### config.mk
export PLATFORM = sky130hd
export DESIGN_NAME = bivl_boot_ctrl
export DESIGN_NICKNAME = d
export VERILOG_FILES = /design/src/core/bivl_pkg.sv /design/src/core/bivl_image_check.sv /design/src/core/bivl_boot_ctrl.sv
export SDC_FILE = /design/constraint.sdc
export NUM_CORES = 1
export LEC_CHECK = 0
export ABC_AREA = 1
export BUFFER_PORTS_ARGS = -buffer_cell sky130_fd_sc_hd__buf_2
export CORE_ASPECT_RATIO = 0.6
export CORE_MARGIN = 2
export CORE_UTILIZATION = 50
export CTS_CLUSTER_DIAMETER = 150
export DETAILED_ROUTE_END_ITERATION = 16
export PLACE_DENSITY = 0.81
export SLEW_MARGIN = 0
export SYNTH_ARGS = -nofsm -noshare
export SYNTH_HDL_FRONTEND = slang
export SYNTH_HIERARCHICAL = 1
export SYNTH_SLANG_ARGS = --single-unit
### constraint.sdc
create_clock -name clk_in -period 1.9 [get_ports clk_in]
set_clock_uncertainty 0.05 [all_clocks]
set_input_delay 0 -clock clk_in [delete_from_list [all_inputs] [get_ports clk_in]]
set_output_delay 0 -clock clk_in [all_outputs]
set_load 0.01 [all_outputs]
### src/core/bivl_pkg.sv
// Shared constants for the boot image verify and launch block.
// Assumes one 20 MHz clock and an I2C target port sampled on it.
package bivl_pkg;

    // Register addresses seen on the I2C target port
    localparam logic [7:0] BIVL_REG_STATUS = 8'h00;
    localparam logic [7:0] BIVL_REG_VERIFY = 8'hF3;
    localparam logic [7:0] BIVL_REG_LAUNCH = 8'hF4;

    // 7-bit target addresses, picked by the address-select pin
    localparam logic [6:0] BIVL_TGT_ADDR_LO = 7'h5A;
    localparam logic [6:0] BIVL_TGT_ADDR_HI = 7'h5B;

    // Status byte layout
    localparam logic [2:0] BIVL_STAT_VALID_BIT = 3'h4;
    localparam logic [2:0] BIVL_STAT_DONE_BIT = 3'h5;
    localparam logic [2:0] BIVL_STAT_RUN_BIT = 3'h7;
    localparam logic [7:0] BIVL_STAT_RESET = 8'h00;

    // Image layout in program flash
    localparam int BIVL_FLASH_AW = 16;
    localparam logic [15:0] BIVL_IMAGE_LAST = 16'h0FFF;
    localparam logic [7:0] BIVL_ERASED_BYTE = 8'hFF;

    // Bits per I2C byte, counted on SCL rising edges
    localparam logic [3:0] BIVL_BYTE_BITS = 4'h8;

    // I2C target states
    typedef enum logic [8:0] {
        BIVL_ST_IDLE = 9'h001,
        BIVL_ST_ADDR = 9'h002,
        BIVL_ST_AACK = 9'h004,
        BIVL_ST_REG = 9'h008,
        BIVL_ST_RACK = 9'h010,
        BIVL_ST_WDAT = 9'h020,
        BIVL_ST_WACK = 9'h040,
        BIVL_ST_RDAT = 9'h080,
        BIVL_ST_MACK = 9'h100
    } bivl_i2c_state_t;

    // Image checker states
    typedef enum logic [1:0] {
        BIVL_CK_IDLE = 2'h1,
        BIVL_CK_FETCH = 2'h2
    } bivl_chk_state_t;

endpackage : bivl_pkg

### src/core/bivl_image_check.sv
// Image checker: walks program flash and tests the image checksum.
// Assumes a flash read port on the same clock answering with an ack pulse.
`timescale 1ns/10ps
`default_nettype none

module bivl_image_check (
    // Clock and reset
    input wire logic clk_in,
    input wire logic sys_rst_in,
    // Control
    input wire logic start_in,
    output logic busy_out,
    output logic done_out,
    output logic ok_out,
    // Flash read port
    output logic flash_rd_out,
    output logic [bivl_pkg::BIVL_FLASH_AW-1:0] flash_addr_out,
    input wire logic [7:0] flash_data_in,
    input wire logic flash_ack_in
);
    import bivl_pkg::*;

    bivl_chk_state_t state_reg;
    logic [7:0] sum_reg;
    logic blank_reg;
    logic [7:0] sum_next;
    logic blank_next;

    // Running sum; an erased first byte marks a missing image
    assign sum_next = sum_reg + flash_data_in;
    assign blank_next = (flash_addr_out == '0) ?
                        (flash_data_in == BIVL_ERASED_BYTE) : blank_reg;

    // Walk every byte of the image once, one read at a time
    always_ff @(posedge clk_in or posedge sys_rst_in) begin
        if (sys_rst_in) begin
            state_reg <= BIVL_CK_IDLE;
            sum_reg <= '0;
            blank_reg <= 1'b0;
            flash_rd_out <= 1'b0;
            flash_addr_out <= '0;
            done_out <= 1'b0;
            ok_out <= 1'b0;
        end else begin
            done_out <= 1'b0;
            case (state_reg)
                BIVL_CK_IDLE: begin
                    if (start_in) begin
                        state_reg <= BIVL_CK_FETCH;
                        sum_reg <= '0;
                        blank_reg <= 1'b0;
                        flash_addr_out <= '0;
                        flash_rd_out <= 1'b1;
                    end
                end
                BIVL_CK_FETCH: begin
                    if (flash_ack_in) begin
                        sum_reg <= sum_next;
                        blank_reg <= blank_next;
                        if (flash_addr_out == BIVL_IMAGE_LAST) begin
                            // Whole image read: checksum must wrap to zero
                            state_reg <= BIVL_CK_IDLE;
                            flash_rd_out <= 1'b0;
                            done_out <= 1'b1;
                            ok_out <= (sum_next == '0) && !blank_next;
                        end else begin
                            flash_addr_out <= flash_addr_out + 1'b1;
                        end
                    end
                end
                default: begin
                    state_reg <= BIVL_CK_IDLE;
                    flash_rd_out <= 1'b0;
                end
            endcase
        end
    end

    assign busy_out = (state_reg != BIVL_CK_IDLE);

endmodule : bivl_image_check

`default_nettype wire

### src/core/bivl_boot_ctrl.sv
// Boot command logic: I2C target, image check and application launch.
// Assumes open-drain SCL/SDA pins, flash read port and stored outcome.
`timescale 1ns/10ps
`default_nettype none

module bivl_boot_ctrl (
    // Clock and reset
    input wire logic clk_in,
    input wire logic sys_rst_in,
    // I2C target pins, SDA open drain
    input wire logic scl_in,
    input wire logic sda_in,
    output logic sda_out,
    output logic sda_oe_out,
    input wire logic addr_sel_in,
    // Program flash read port
    output logic flash_rd_out,
    output logic [bivl_pkg::BIVL_FLASH_AW-1:0] flash_addr_out,
    input wire logic [7:0] flash_data_in,
    input wire logic flash_ack_in,
    // Stored check outcome
    input wire logic stored_valid_in,
    output logic result_wr_out,
    output logic result_valid_out,
    // Mode
    output logic app_run_out
);
    import bivl_pkg::*;

    // Pin synchronisers plus one history stage for edges
    logic scl_s1, scl_s2, scl_d, sda_s1, sda_s2, sda_d, sel_s1, sel_s2;
    always_ff @(posedge clk_in or posedge sys_rst_in) begin
        if (sys_rst_in) begin
            {scl_s1, scl_s2, scl_d} <= 3'h7;
            {sda_s1, sda_s2, sda_d} <= 3'h7;
            {sel_s1, sel_s2} <= 2'h0;
        end else begin
            {scl_s1, scl_s2, scl_d} <= {scl_in, scl_s1, scl_s2};
            {sda_s1, sda_s2, sda_d} <= {sda_in, sda_s1, sda_s2};
            {sel_s1, sel_s2} <= {addr_sel_in, sel_s1};
        end
    end

    logic scl_rise, scl_fall, start_det, stop_det, fire;
    logic [6:0] tgt_addr;
    assign scl_rise = scl_s2 && !scl_d;
    assign scl_fall = !scl_s2 && scl_d;
    assign start_det = scl_s2 && scl_d && sda_d && !sda_s2;
    assign stop_det = scl_s2 && scl_d && !sda_d && sda_s2;
    // A selection is acted on at the stop or repeated start ending it
    assign fire = start_det || stop_det;
    assign tgt_addr = sel_s2 ? BIVL_TGT_ADDR_HI : BIVL_TGT_ADDR_LO;

    bivl_i2c_state_t st_reg;
    logic [3:0] cnt_reg;
    logic [7:0] shift_reg, ptr_reg, tx_reg, status_byte;
    logic rw_reg, nack_reg, pend_verify_reg, pend_launch_reg;
    logic done_reg, app_valid_reg, chk_go_reg, init_reg;
    logic chk_busy, chk_done, chk_ok;

    // Status byte; reserved bits read as zero
    always_comb begin
        status_byte = BIVL_STAT_RESET;
        status_byte[BIVL_STAT_DONE_BIT] = done_reg;
        status_byte[BIVL_STAT_VALID_BIT] = app_valid_reg;
        status_byte[BIVL_STAT_RUN_BIT] = app_run_out;
    end

    // I2C target: sample on SCL rise, drive SDA after SCL fall
    always_ff @(posedge clk_in or posedge sys_rst_in) begin
        if (sys_rst_in) begin
            st_reg <= BIVL_ST_IDLE;
            cnt_reg <= '0;
            shift_reg <= '0;
            ptr_reg <= BIVL_REG_STATUS;
            tx_reg <= '0;
            rw_reg <= 1'b0;
            nack_reg <= 1'b0;
            sda_oe_out <= 1'b0;
        end else if (start_det) begin
            st_reg <= BIVL_ST_ADDR;
            cnt_reg <= '0;
            sda_oe_out <= 1'b0;
        end else if (stop_det) begin
            st_reg <= BIVL_ST_IDLE;
            sda_oe_out <= 1'b0;
        end else begin
            if (scl_rise) begin
                shift_reg <= {shift_reg[6:0], sda_s2};
                cnt_reg <= cnt_reg + 1'b1;
                nack_reg <= sda_s2;
            end
            if (scl_fall) begin
                case (st_reg)
                    BIVL_ST_ADDR: begin
                        if (cnt_reg == BIVL_BYTE_BITS) begin
                            cnt_reg <= '0;
                            // Other targets' traffic is left alone
                            if (shift_reg[7:1] == tgt_addr) begin
                                rw_reg <= shift_reg[0];
                                sda_oe_out <= 1'b1;
                                st_reg <= BIVL_ST_AACK;
                            end else begin
                                st_reg <= BIVL_ST_IDLE;
                            end
                        end
                    end
                    BIVL_ST_AACK: begin
                        cnt_reg <= '0;
                        if (rw_reg) begin
                            sda_oe_out <= !status_byte[7];
                            tx_reg <= (ptr_reg == BIVL_REG_STATUS) ?
                                      {status_byte[6:0], 1'b0} : '0;
                            st_reg <= BIVL_ST_RDAT;
                        end else begin
                            sda_oe_out <= 1'b0;
                            st_reg <= BIVL_ST_REG;
                        end
                    end
                    BIVL_ST_REG: begin
                        if (cnt_reg == BIVL_BYTE_BITS) begin
                            cnt_reg <= '0;
                            ptr_reg <= shift_reg;
                            sda_oe_out <= 1'b1;
                            st_reg <= BIVL_ST_RACK;
                        end
                    end
                    BIVL_ST_RACK, BIVL_ST_WACK: begin
                        cnt_reg <= '0;
                        sda_oe_out <= 1'b0;
                        st_reg <= BIVL_ST_WDAT;
                    end
                    BIVL_ST_WDAT: begin
                        // Data bytes are acknowledged and dropped
                        if (cnt_reg == BIVL_BYTE_BITS) begin
                            cnt_reg <= '0;
                            sda_oe_out <= 1'b1;
                            st_reg <= BIVL_ST_WACK;
                        end
                    end
                    BIVL_ST_RDAT: begin
                        if (cnt_reg == BIVL_BYTE_BITS) begin
                            cnt_reg <= '0;
                            sda_oe_out <= 1'b0;
                            st_reg <= BIVL_ST_MACK;
                        end else begin
                            sda_oe_out <= !tx_reg[7];
                            tx_reg <= {tx_reg[6:0], 1'b0};
                        end
                    end
                    BIVL_ST_MACK: begin
                        cnt_reg <= '0;
                        if (nack_reg) begin
                            st_reg <= BIVL_ST_IDLE;
                        end else begin
                            // Repeated reads return the live status
                            sda_oe_out <= !status_byte[7];
                            tx_reg <= (ptr_reg == BIVL_REG_STATUS) ?
                                      {status_byte[6:0], 1'b0} : '0;
                            st_reg <= BIVL_ST_RDAT;
                        end
                    end
                    default: begin
                        sda_oe_out <= 1'b0;
                    end
                endcase
            end
        end
    end

    // Open drain: the pin is only ever pulled low
    always_ff @(posedge clk_in or posedge sys_rst_in) begin
        if (sys_rst_in) begin
            sda_out <= 1'b0;
        end else begin
            sda_out <= 1'b0;
        end
    end

    // Command selection: the register byte after the address is the command
    always_ff @(posedge clk_in or posedge sys_rst_in) begin
        if (sys_rst_in) begin
            pend_verify_reg <= 1'b0;
            pend_launch_reg <= 1'b0;
        end else if (fire) begin
            pend_verify_reg <= 1'b0;
            pend_launch_reg <= 1'b0;
        end else if (scl_fall && st_reg == BIVL_ST_REG &&
                     cnt_reg == BIVL_BYTE_BITS) begin
            pend_verify_reg <= (shift_reg == BIVL_REG_VERIFY);
            pend_launch_reg <= (shift_reg == BIVL_REG_LAUNCH);
        end
    end

    // Start the checker; a second request while busy is dropped
    always_ff @(posedge clk_in or posedge sys_rst_in) begin
        if (sys_rst_in) begin
            chk_go_reg <= 1'b0;
        end else begin
            chk_go_reg <= fire && pend_verify_reg && !app_run_out &&
                          !chk_busy && !chk_go_reg;
        end
    end

    bivl_image_check u_check (
        .clk_in(clk_in),
        .sys_rst_in(sys_rst_in),
        .start_in(chk_go_reg),
        .busy_out(chk_busy),
        .done_out(chk_done),
        .ok_out(chk_ok),
        .flash_rd_out(flash_rd_out),
        .flash_addr_out(flash_addr_out),
        .flash_data_in(flash_data_in),
        .flash_ack_in(flash_ack_in)
    );

    // Image validity: stored outcome loaded after reset, then updated
    always_ff @(posedge clk_in or posedge sys_rst_in) begin
        if (sys_rst_in) begin
            init_reg <= 1'b0;
            app_valid_reg <= 1'b0;
            result_wr_out <= 1'b0;
            result_valid_out <= 1'b0;
        end else begin
            init_reg <= 1'b1;
            result_wr_out <= chk_done;
            if (!init_reg) begin
                app_valid_reg <= stored_valid_in;
            end else if (chk_done) begin
                app_valid_reg <= chk_ok;
                result_valid_out <= chk_ok;
            end
        end
    end

    // Completion flag: set wins, cleared only by launch or reset
    always_ff @(posedge clk_in or posedge sys_rst_in) begin
        if (sys_rst_in) begin
            done_reg <= 1'b0;
        end else if (chk_done) begin
            done_reg <= 1'b1;
        end else if (fire && pend_launch_reg && app_valid_reg) begin
            done_reg <= 1'b0;
        end
    end

    // Launch: leave boot mode only with a valid image
    always_ff @(posedge clk_in or posedge sys_rst_in) begin
        if (sys_rst_in) begin
            app_run_out <= 1'b0;
        end else if (fire && pend_launch_reg && app_valid_reg) begin
            app_run_out <= 1'b1;
        end
    end
endmodule : bivl_boot_ctrl

`default_nettype wire

==> summary.md, run 1 <==
| Metric | Value |
|---|---|
| R2R Path Start | u_check/sum_reg[0] |
| Largest register FFs | 16 |
| Worst R2R End | u_check/ok_out |
| Via count | 4207 |
| Worst Path Arrival | 2.18 ns |
| Period utilization | 102.8% |
| Synthesized Nets | 616 |
| Total wire length | 11190 um |
| CTS Root Cell | clkbuf_16 |
| Share of Yosys cell area claimed by the top area cell type | 39.85% |
| Seq/Total Area, Yosys | 44.49% |
| Hold endpoint | u_check/sum_reg[0] |
| Warnings, synthesis | 6 |
| Finished Layout Cells | 788 |
| Switching share of total power | 36.44% |
| Internal power | 0.003651 W |
| Post-Syn Area | 4522 um^2 |
| Fin. max-slew vios | 0 |
| Fin crit period | 1.953 ns |
| Initial Utilization | 52.26% |
| CTS sink count | 80 |
| Antenna Nets Post-Route | 0 |
| Slew headroom | 59.35% |
| Post-synth top cells | nand2_1 (165), inv_1 (77), dfrtp_1 (72) |
| Share of cells above drive strength 1 | 24.11% |
| Required time worst endpoint | 2.13 ns |
| Peak supply drop | 0.6302 mV |
| RSZ-0062 raised after global routing | true |
| Input/output buffers | 35 |
| Die Height | 77.67 um |
| # H-tree levels | 3 |
| Ys async rst share | 100.0% |
| Hold depth | 4 |
| Pwr Density | 1035 nW/um^2 |
| Mean post-synth cell area | 7.677 um^2 |
| Total CTS buffers | 9 |
| Status | finished with violations |
| Endpoints failing setup | 1 |
| Violated checks | setup timing |
| Pre-antenna DRT Iters | 5 |
| # diodes | 0 |
| Syn-to-layout area delta | 22.77% |
| Register-to-Register Path Depth | 11 |
| Vias in the first global route | 3988 |
| FMAX | 512.0 MHz |
| Clock transition at path regs | 0.06 ns |
| Routed wire per std cell | 14.19 um |
| Switching power | 0.002093 W |
| P_leak | 2.833 nW |
| 1st-iter DRT viols | 447 |
| Residual DRC | 0 |
| Fin util | 64.16% |
| I/O pin total | 37 |
| Largest net degree at the start of global routing | 30 |
| Combinational cell fraction of total power | 33.8% |
| Total grt overflow | 0 |
| CTS tree | done |
| Placement Setup Slack | -0.08023 ns |
| Worst-Margin Slew | 0.6088 ns |
| Critical path type | flip-flop to flip-flop |
| Top cell type by total area after synthesis | dfrtp_1 |
| Core area | 8653 um^2 |
| Clk pwr share | 28.6% |
| Initial antenna violation count | 0 |
| Cell total after placement | 755 |
| Reg2Reg Setup Slack | -0.05 ns |
| Max Cap Viol | 0 |
| GP Congestion | 0.9308 |
| Final #Nets | 698 |
| Number of core rows | 26 |
| Top_reg_cell synth | dfrtp_1 |
| Final Worst Setup Slack | -0.05324 ns |
| Flops & latches, synth | 80 |
| Setup crit start kind | flip-flop |
| Share of power burned in registers | 37.7% |
| Crit Path Max Fanout | 3 |
| Min-delay src | flash_data_in[0] |
| Gate count of the mapped netlist | 589 |
| Setup_tns | -0.05324 ns |
| Die area | 9846 um^2 |
| Worst Hold Class | primary input to flip-flop |
| Final hold vios | 0 |
| First-pass GRT wire length | 18580 um |
| Count leader, synth | nand2_1 |
| Hpwl dp | 7930 um |
| Clock insertion delay at the later pin of the skew report | 0.34 ns |
| Die width | 126.8 um |
| CTS max path bufs | 2 |
| Vias per cell | 5.339 |
| Synth area leaders | dfrtp_1 (40%), nand2_1 (14%), inv_1 (6.4%) |
| Fillers | 722 |
| Total power | 0.005744 W |
| Number of synthesized flops with an enable pin | 0 |
| Crit end category | flip-flop |
| GRT Total Usage | 23.74% |
| Synth unique cells | 39 |
[worst max path at each step]
| stage | start | end | slack (ns) | cells after the start |
|---|---|---|---|---|
| after floorplan | u_check/sum_reg[0] | u_check/ok_out | 0.14 | 9 |
| final | u_check/sum_reg[0] | u_check/ok_out | -0.05 | 11 |
| after detailed placement | u_check/sum_reg[0] | u_check/ok_out | -0.08 | 11 |
| after CTS | u_check/sum_reg[0] | u_check/ok_out | -0.04 | 11 |
| after global placement | u_check/sum_reg[0] | u_check/ok_out | 0.04 | 9 |
| after global routing | u_check/sum_reg[0] | u_check/ok_out | -0.08 | 11 |
[cells by family (layout without fill, tap and decap cells)]
| kind of cell | count (synthesis) | in the layout | share of synthesized area (%) |
|---|---|---|---|
| buffers and inverters | 95 | 182 | 8.578 |
| XOR/XNOR | 14 | 14 | 2.712 |
| AND/OR/NAND/NOR | 316 | 316 | 32.21 |
| AO/OA/AOI/OAI | 70 | 70 | 8.357 |
| flip-flops | 80 | 80 | 44.49 |
| adder cells (fa/ha/maj) | 12 | 12 | 3.486 |
| other | 2 | 2 | 0.1661 |
[layout by cell type (no fill, tap or decap), drive strengths merged]
cell | netlist | final
dfstp | 8 | 8
a21oi | 10 | 10
nor3 | 12 | 12
xor2 | 10 | 10
o21a | 1 | 1
or2 | 3 | 3
nand4 | 11 | 11
inv | 87 | 87
ha | 11 | 11
nand3 | 53 | 53
dfrtp | 72 | 72
clkinv | 0 | 3
conb | 2 | 2
nor2 | 61 | 61
o21ai | 49 | 49
xnor2 | 4 | 4
buf | 6 | 73
o211ai | 1 | 1
fa | 1 | 1
o22ai | 9 | 9
clkbuf | 2 | 13
dlygate4sd3 | 0 | 6
nand3b | 1 | 1
nand2 | 174 | 174
nor4 | 1 | 1
[final cells by class]
| class | count | area [um^2] | area share, % |
|---|---|---|---|
| clock buffers | 13 | 270.3 | 4.868 |
| clock inverters | 3 | 15.01 | 0.2705 |
| inverters | 87 | 334.1 | 6.018 |
| multi-input cells | 414 | 2238 | 40.32 |
| flip-flops and latches | 80 | 2017 | 36.33 |
| well taps | 112 | 140.1 | 2.524 |
| repair buffers | 79 | 536.8 | 9.669 |
[per-layer routing]
| layer | vias to the layer above | track usage (%) | wire (um) |
|---|---|---|---|
| li1 | 2032 | - | - |
| met1 | 1978 | 34.17 | 5336 |
| met2 | 162 | 35.24 | 4859 |
| met3 | 35 | 5.862 | 689 |
| met4 | 0 | 8.022 | 300 |
| met5 | - | 0 | 0 |
[power groups by stage]
stage          Sequential, W  Clock, W  Combinational, W
6_report             0.00216   0.00164           0.00194
5_1_grt              0.00219   0.00176           0.00215
4_1_cts              0.00214   0.00167           0.00181
3_5_place_dp         0.00216         0           0.00169
3_3_place_gp         0.00215         0           0.00161
2_1_floorplan        0.00213         0           0.00129
[critical path, cell delays in order, from the launching register on]
cell and delay (ns):
dfrtp_1 0.39, ha_2 0.20, fa_2 0.42, nand3_2 0.11
nand3_2 0.08, nand2_2 0.08, nand2_2 0.05, nor2_1 0.10
nand3_1 0.08, nor2_1 0.15, nand3_1 0.10, nand2_1 0.07
[what timing repair did]
item / 4_1_cts / 5_1_grt
pin swaps: 7 / 9
gates resized for setup: 7 / 33
setup endpoints to repair: 1 / 41
cloned: 0 / 1
buffers inserted: 3 / 7
hold buffers: 6 / 0
hold endpoints to repair: 61 / 0
[metrics by stage]
| stage | hold slack [ns] | cell area [um^2] |
|---|---|---|
| floorplan | -0.04552 | 4522 |
| global route | 0.1136 | 5552 |
| CTS | 0.08132 | 5376 |
| finish | 0.1050 | 5552 |
| global placement | 0.05596 | 4981 |
| detailed placement | 0.05615 | 4981 |
Power figures use the tool's default switching activity.
==> run 2: changes to the inputs <==
--- a/config.mk
+++ b/config.mk
@@ -18,3 +18,4 @@
 export SYNTH_HDL_FRONTEND = slang
 export SYNTH_HIERARCHICAL = 1
 export SYNTH_SLANG_ARGS = --single-unit
+export TNS_END_PERCENT = 20
==> run 2 against run 1 <==
Net effect:
- the flow still finishes with violations (setup timing)
- sequential share of layout area increased by 0.066 points
- largest cell class unchanged
- core utilization decreased by 0.12 points
- combinational power about the same
- via count increased by 0.19%
- highest routed layer unchanged
- sequential power about the same
- largest power group unchanged
- non-clock buffer count decreased by 1
==> summary.md, run 2 (synthesis gave the netlist of run 1 again) <==
| Metric | Value |
|---|---|
| Antenna Nets Post-Route | 0 (unchanged) |
| Initial antenna violation count | 0 (unchanged) |
| Residual DRC | 0 (unchanged) |
| M1 WL | 5349 um (was 5336 um) |
| Largest net degree at the start of global routing | 30 (unchanged) |
| I/O pin total | 37 (unchanged) |
| Fin crit period | 1.924 ns (was 1.953 ns) |
| CTS max path bufs | 2 (unchanged) |
| Register-to-Register Path Depth | 11 (unchanged) |
| Die width | 126.8 um (unchanged) |
| Reg2Reg Setup Slack | -0.02 ns (was -0.05 ns) |
| Core area | 8653 um^2 (unchanged) |
| Total grt overflow | 0 (unchanged) |
| Worst R2R End | u_check/ok_out (unchanged) |
| Final #Nets | 697 (was 698) |
| CTS Root Cell | clkbuf_16 (unchanged) |
| CTS sink count | 80 (unchanged) |
| Hold endpoint | u_check/sum_reg[0] (unchanged) |
| Vias per cell | 5.356 (was 5.339) |
| 1st-iter DRT viols | 480 (was 447) |
| Placement Setup Slack | -0.08023 ns (unchanged) |
| Top layer in use | met4 (unchanged) |
| Required time worst endpoint | 2.13 ns (about the same) |
| Worst Hold Class | primary input to flip-flop (unchanged) |
| GP Congestion | 0.9308 (unchanged) |
| Switching share of total power | 36.57% (was 36.44%) |
| Period utilization | 101.3% (was 102.8%) |
| Worst-Margin Slew | 0.6117 ns (was 0.6088 ns) |
| # H-tree levels | 3 (unchanged) |
| Status | finished with violations (unchanged) |
| Max Cap Viol | 0 (unchanged) |
| Routed wire per std cell | 14.39 um (was 14.19 um) |
| Pre-antenna DRT Iters | 6 (was 5) |
| Syn-to-layout area delta | 22.55% (was 22.77%) |
| Total power | 0.005755 W (was 0.005744 W) |
| Pwr Density | 1039 nW/um^2 (was 1035 nW/um^2) |
| Internal power | 0.003651 W (about the same) |
| Met2 WL | 5038 um (was 4859 um) |
| Most frequent cells in the layout | nand2_1 (160), inv_1 (75), dfrtp_1 (68), nor2_1 (46), nand3_1 (46) (was nand2_1 (161), inv_1 (74), dfrtp_1 (68), nor2_1 (46), nand3_1 (46)) |
| Die Height | 77.67 um (unchanged) |
| Area of the multi-input gates | 2236 um^2 (was 2238 um^2) |
| Clock transition at path regs | 0.06 ns (about the same) |
| Fillers | 725 (was 722) |
| Setup_tns | -0.02435 ns (was -0.05324 ns) |
| Slew headroom | 59.16% (was 59.35%) |
| Vias in the first global route | 3988 (unchanged) |
| Fin. max-slew vios | 0 (unchanged) |
| Total wire length | 11320 um (was 11190 um) |
| Via count | 4215 (was 4207) |
| FMAX | 519.7 MHz (was 512.0 MHz) |
| Sequential Area | 2017 um^2 (unchanged) |
| Commonest non-fill, non-tap cell in the layout | nand2_1 (unchanged) |
| Crit Path Max Fanout | 3 (unchanged) |
| Worst Path Arrival | 2.16 ns (was 2.18 ns) |
| WL met3 | 694 um (was 689 um) |
| Share of cells above drive strength 1 | 24.00% (was 24.11%) |
| Setup crit start kind | flip-flop (unchanged) |
| Switching power | 0.002105 W (was 0.002093 W) |
| Endpoints failing setup | 1 (unchanged) |
| R2R Path Start | u_check/sum_reg[0] (unchanged) |
| Final hold vios | 0 (unchanged) |
| Die area | 9846 um^2 (unchanged) |
| Fin util | 64.04% (was 64.16%) |
| Peak supply drop | 0.6312 mV (was 0.6302 mV) |
| P_leak | 2.827 nW (was 2.833 nW) |
| First-pass GRT wire length | 18580 um (unchanged) |
| Initial Utilization | 52.26% (unchanged) |
| Largest register FFs | 16 (unchanged) |
| CTS tree | done (unchanged) |
| Violated checks | setup timing (unchanged) |
| # diodes | 0 (unchanged) |
| Hold depth | 4 (unchanged) |
| Combinational cell fraction of total power | 33.8% (about the same) |
| Hpwl dp | 7930 um (unchanged) |
| Clock insertion delay at the later pin of the skew report | 0.34 ns (about the same) |
| GRT Total Usage | 23.74% (unchanged) |
| Share of power burned in registers | 37.7% (about the same) |
| Crit end category | flip-flop (unchanged) |
| Total CTS buffers | 9 (unchanged) |
| Clk pwr share | 28.5% (was 28.6%) |
| Critical path type | flip-flop to flip-flop (unchanged) |
| Final Worst Setup Slack | -0.02435 ns (was -0.05324 ns) |
| Number of core rows | 26 (unchanged) |
| Min-delay src | flash_data_in[0] (unchanged) |
| RSZ-0062 raised after global routing | true (unchanged) |
| Input/output buffers | 35 (unchanged) |
run 2: changes by cell type in the layout (fill, tap and decap cells not counted), sizes merged:
cell / previous run / this run
buf: 73 / 72
run 2: final cells by class:
| class | instances | share of cell area [%] |
|---|---|---|
| inverter | 87 | 5.983 |
| multi-input combinational | 414 | 40.35 |
| timing repair buffer | 78 | 9.596 |
| clock inverter | 3 | 0.2709 |
| clock buffer | 13 | 4.877 |
| sequential | 80 | 36.40 |
| tap | 112 | 2.529 |
run 2: metal layers:
layer	global-route usage, %	vias up
met5	0	-
met4	8.022	0
met3	5.862	33
met2	35.24	158
met1	34.17	1991
li1	-	2033
run 2: how the worst max path moves through the flow:
stage,from,endpoint,slack (ns),cells after the start
detailed placement,u_check/sum_reg[0],u_check/ok_out,-0.08,11
finish,u_check/sum_reg[0],u_check/ok_out,-0.02,11
global route,u_check/sum_reg[0],u_check/ok_out,-0.08,11
global placement,u_check/sum_reg[0],u_check/ok_out,0.04,9
CTS,u_check/sum_reg[0],u_check/ok_out,-0.04,11
floorplan,u_check/sum_reg[0],u_check/ok_out,0.14,9
run 2: worst max-delay path, stage by stage (launching register included):
cell and delay, ns:
dfrtp_1 0.39, ha_2 0.20, fa_2 0.42, nand3_2 0.11
nand3_2 0.08, nand2_2 0.09, nand2_2 0.05, nor2_1 0.10
nand3_1 0.08, nor2_1 0.13, nand3_1 0.10, nand2_1 0.07
run 2: what timing repair did:
action | CTS | global route
hold buffers | 6 | 0
gates resized for setup | 7 | 31
pin swaps | 7 | 9
setup buffers | 3 | 7
endpoints found under the hold margin | 61 | 0
setup endpoints to repair | 1 | 41
run 2: power groups by stage:
stage,Combinational (W),Sequential (W),Clock (W)
CTS,0.00181,0.00214,0.00167
global route,0.00215,0.00219,0.00176
global placement,0.00161,0.00215,0
finish,0.00195,0.00217,0.00164
detailed placement,0.00169,0.00216,0
floorplan,0.00129,0.00213,0
run 2: stage by stage:
| stage | cell area, um^2 | cells | hold WS, ns |
|---|---|---|---|
| 6_report | 5542 | 787 | 0.1043 |
| 5_1_grt | 5542 | 787 | 0.1136 |
| 4_1_cts | 5376 | 780 | 0.08132 |
| 3_5_place_dp | 4981 | 755 | 0.05615 |
| 3_3_place_gp | 4981 | 755 | 0.05596 |
| 2_1_floorplan | 4522 | 589 | -0.04552 |
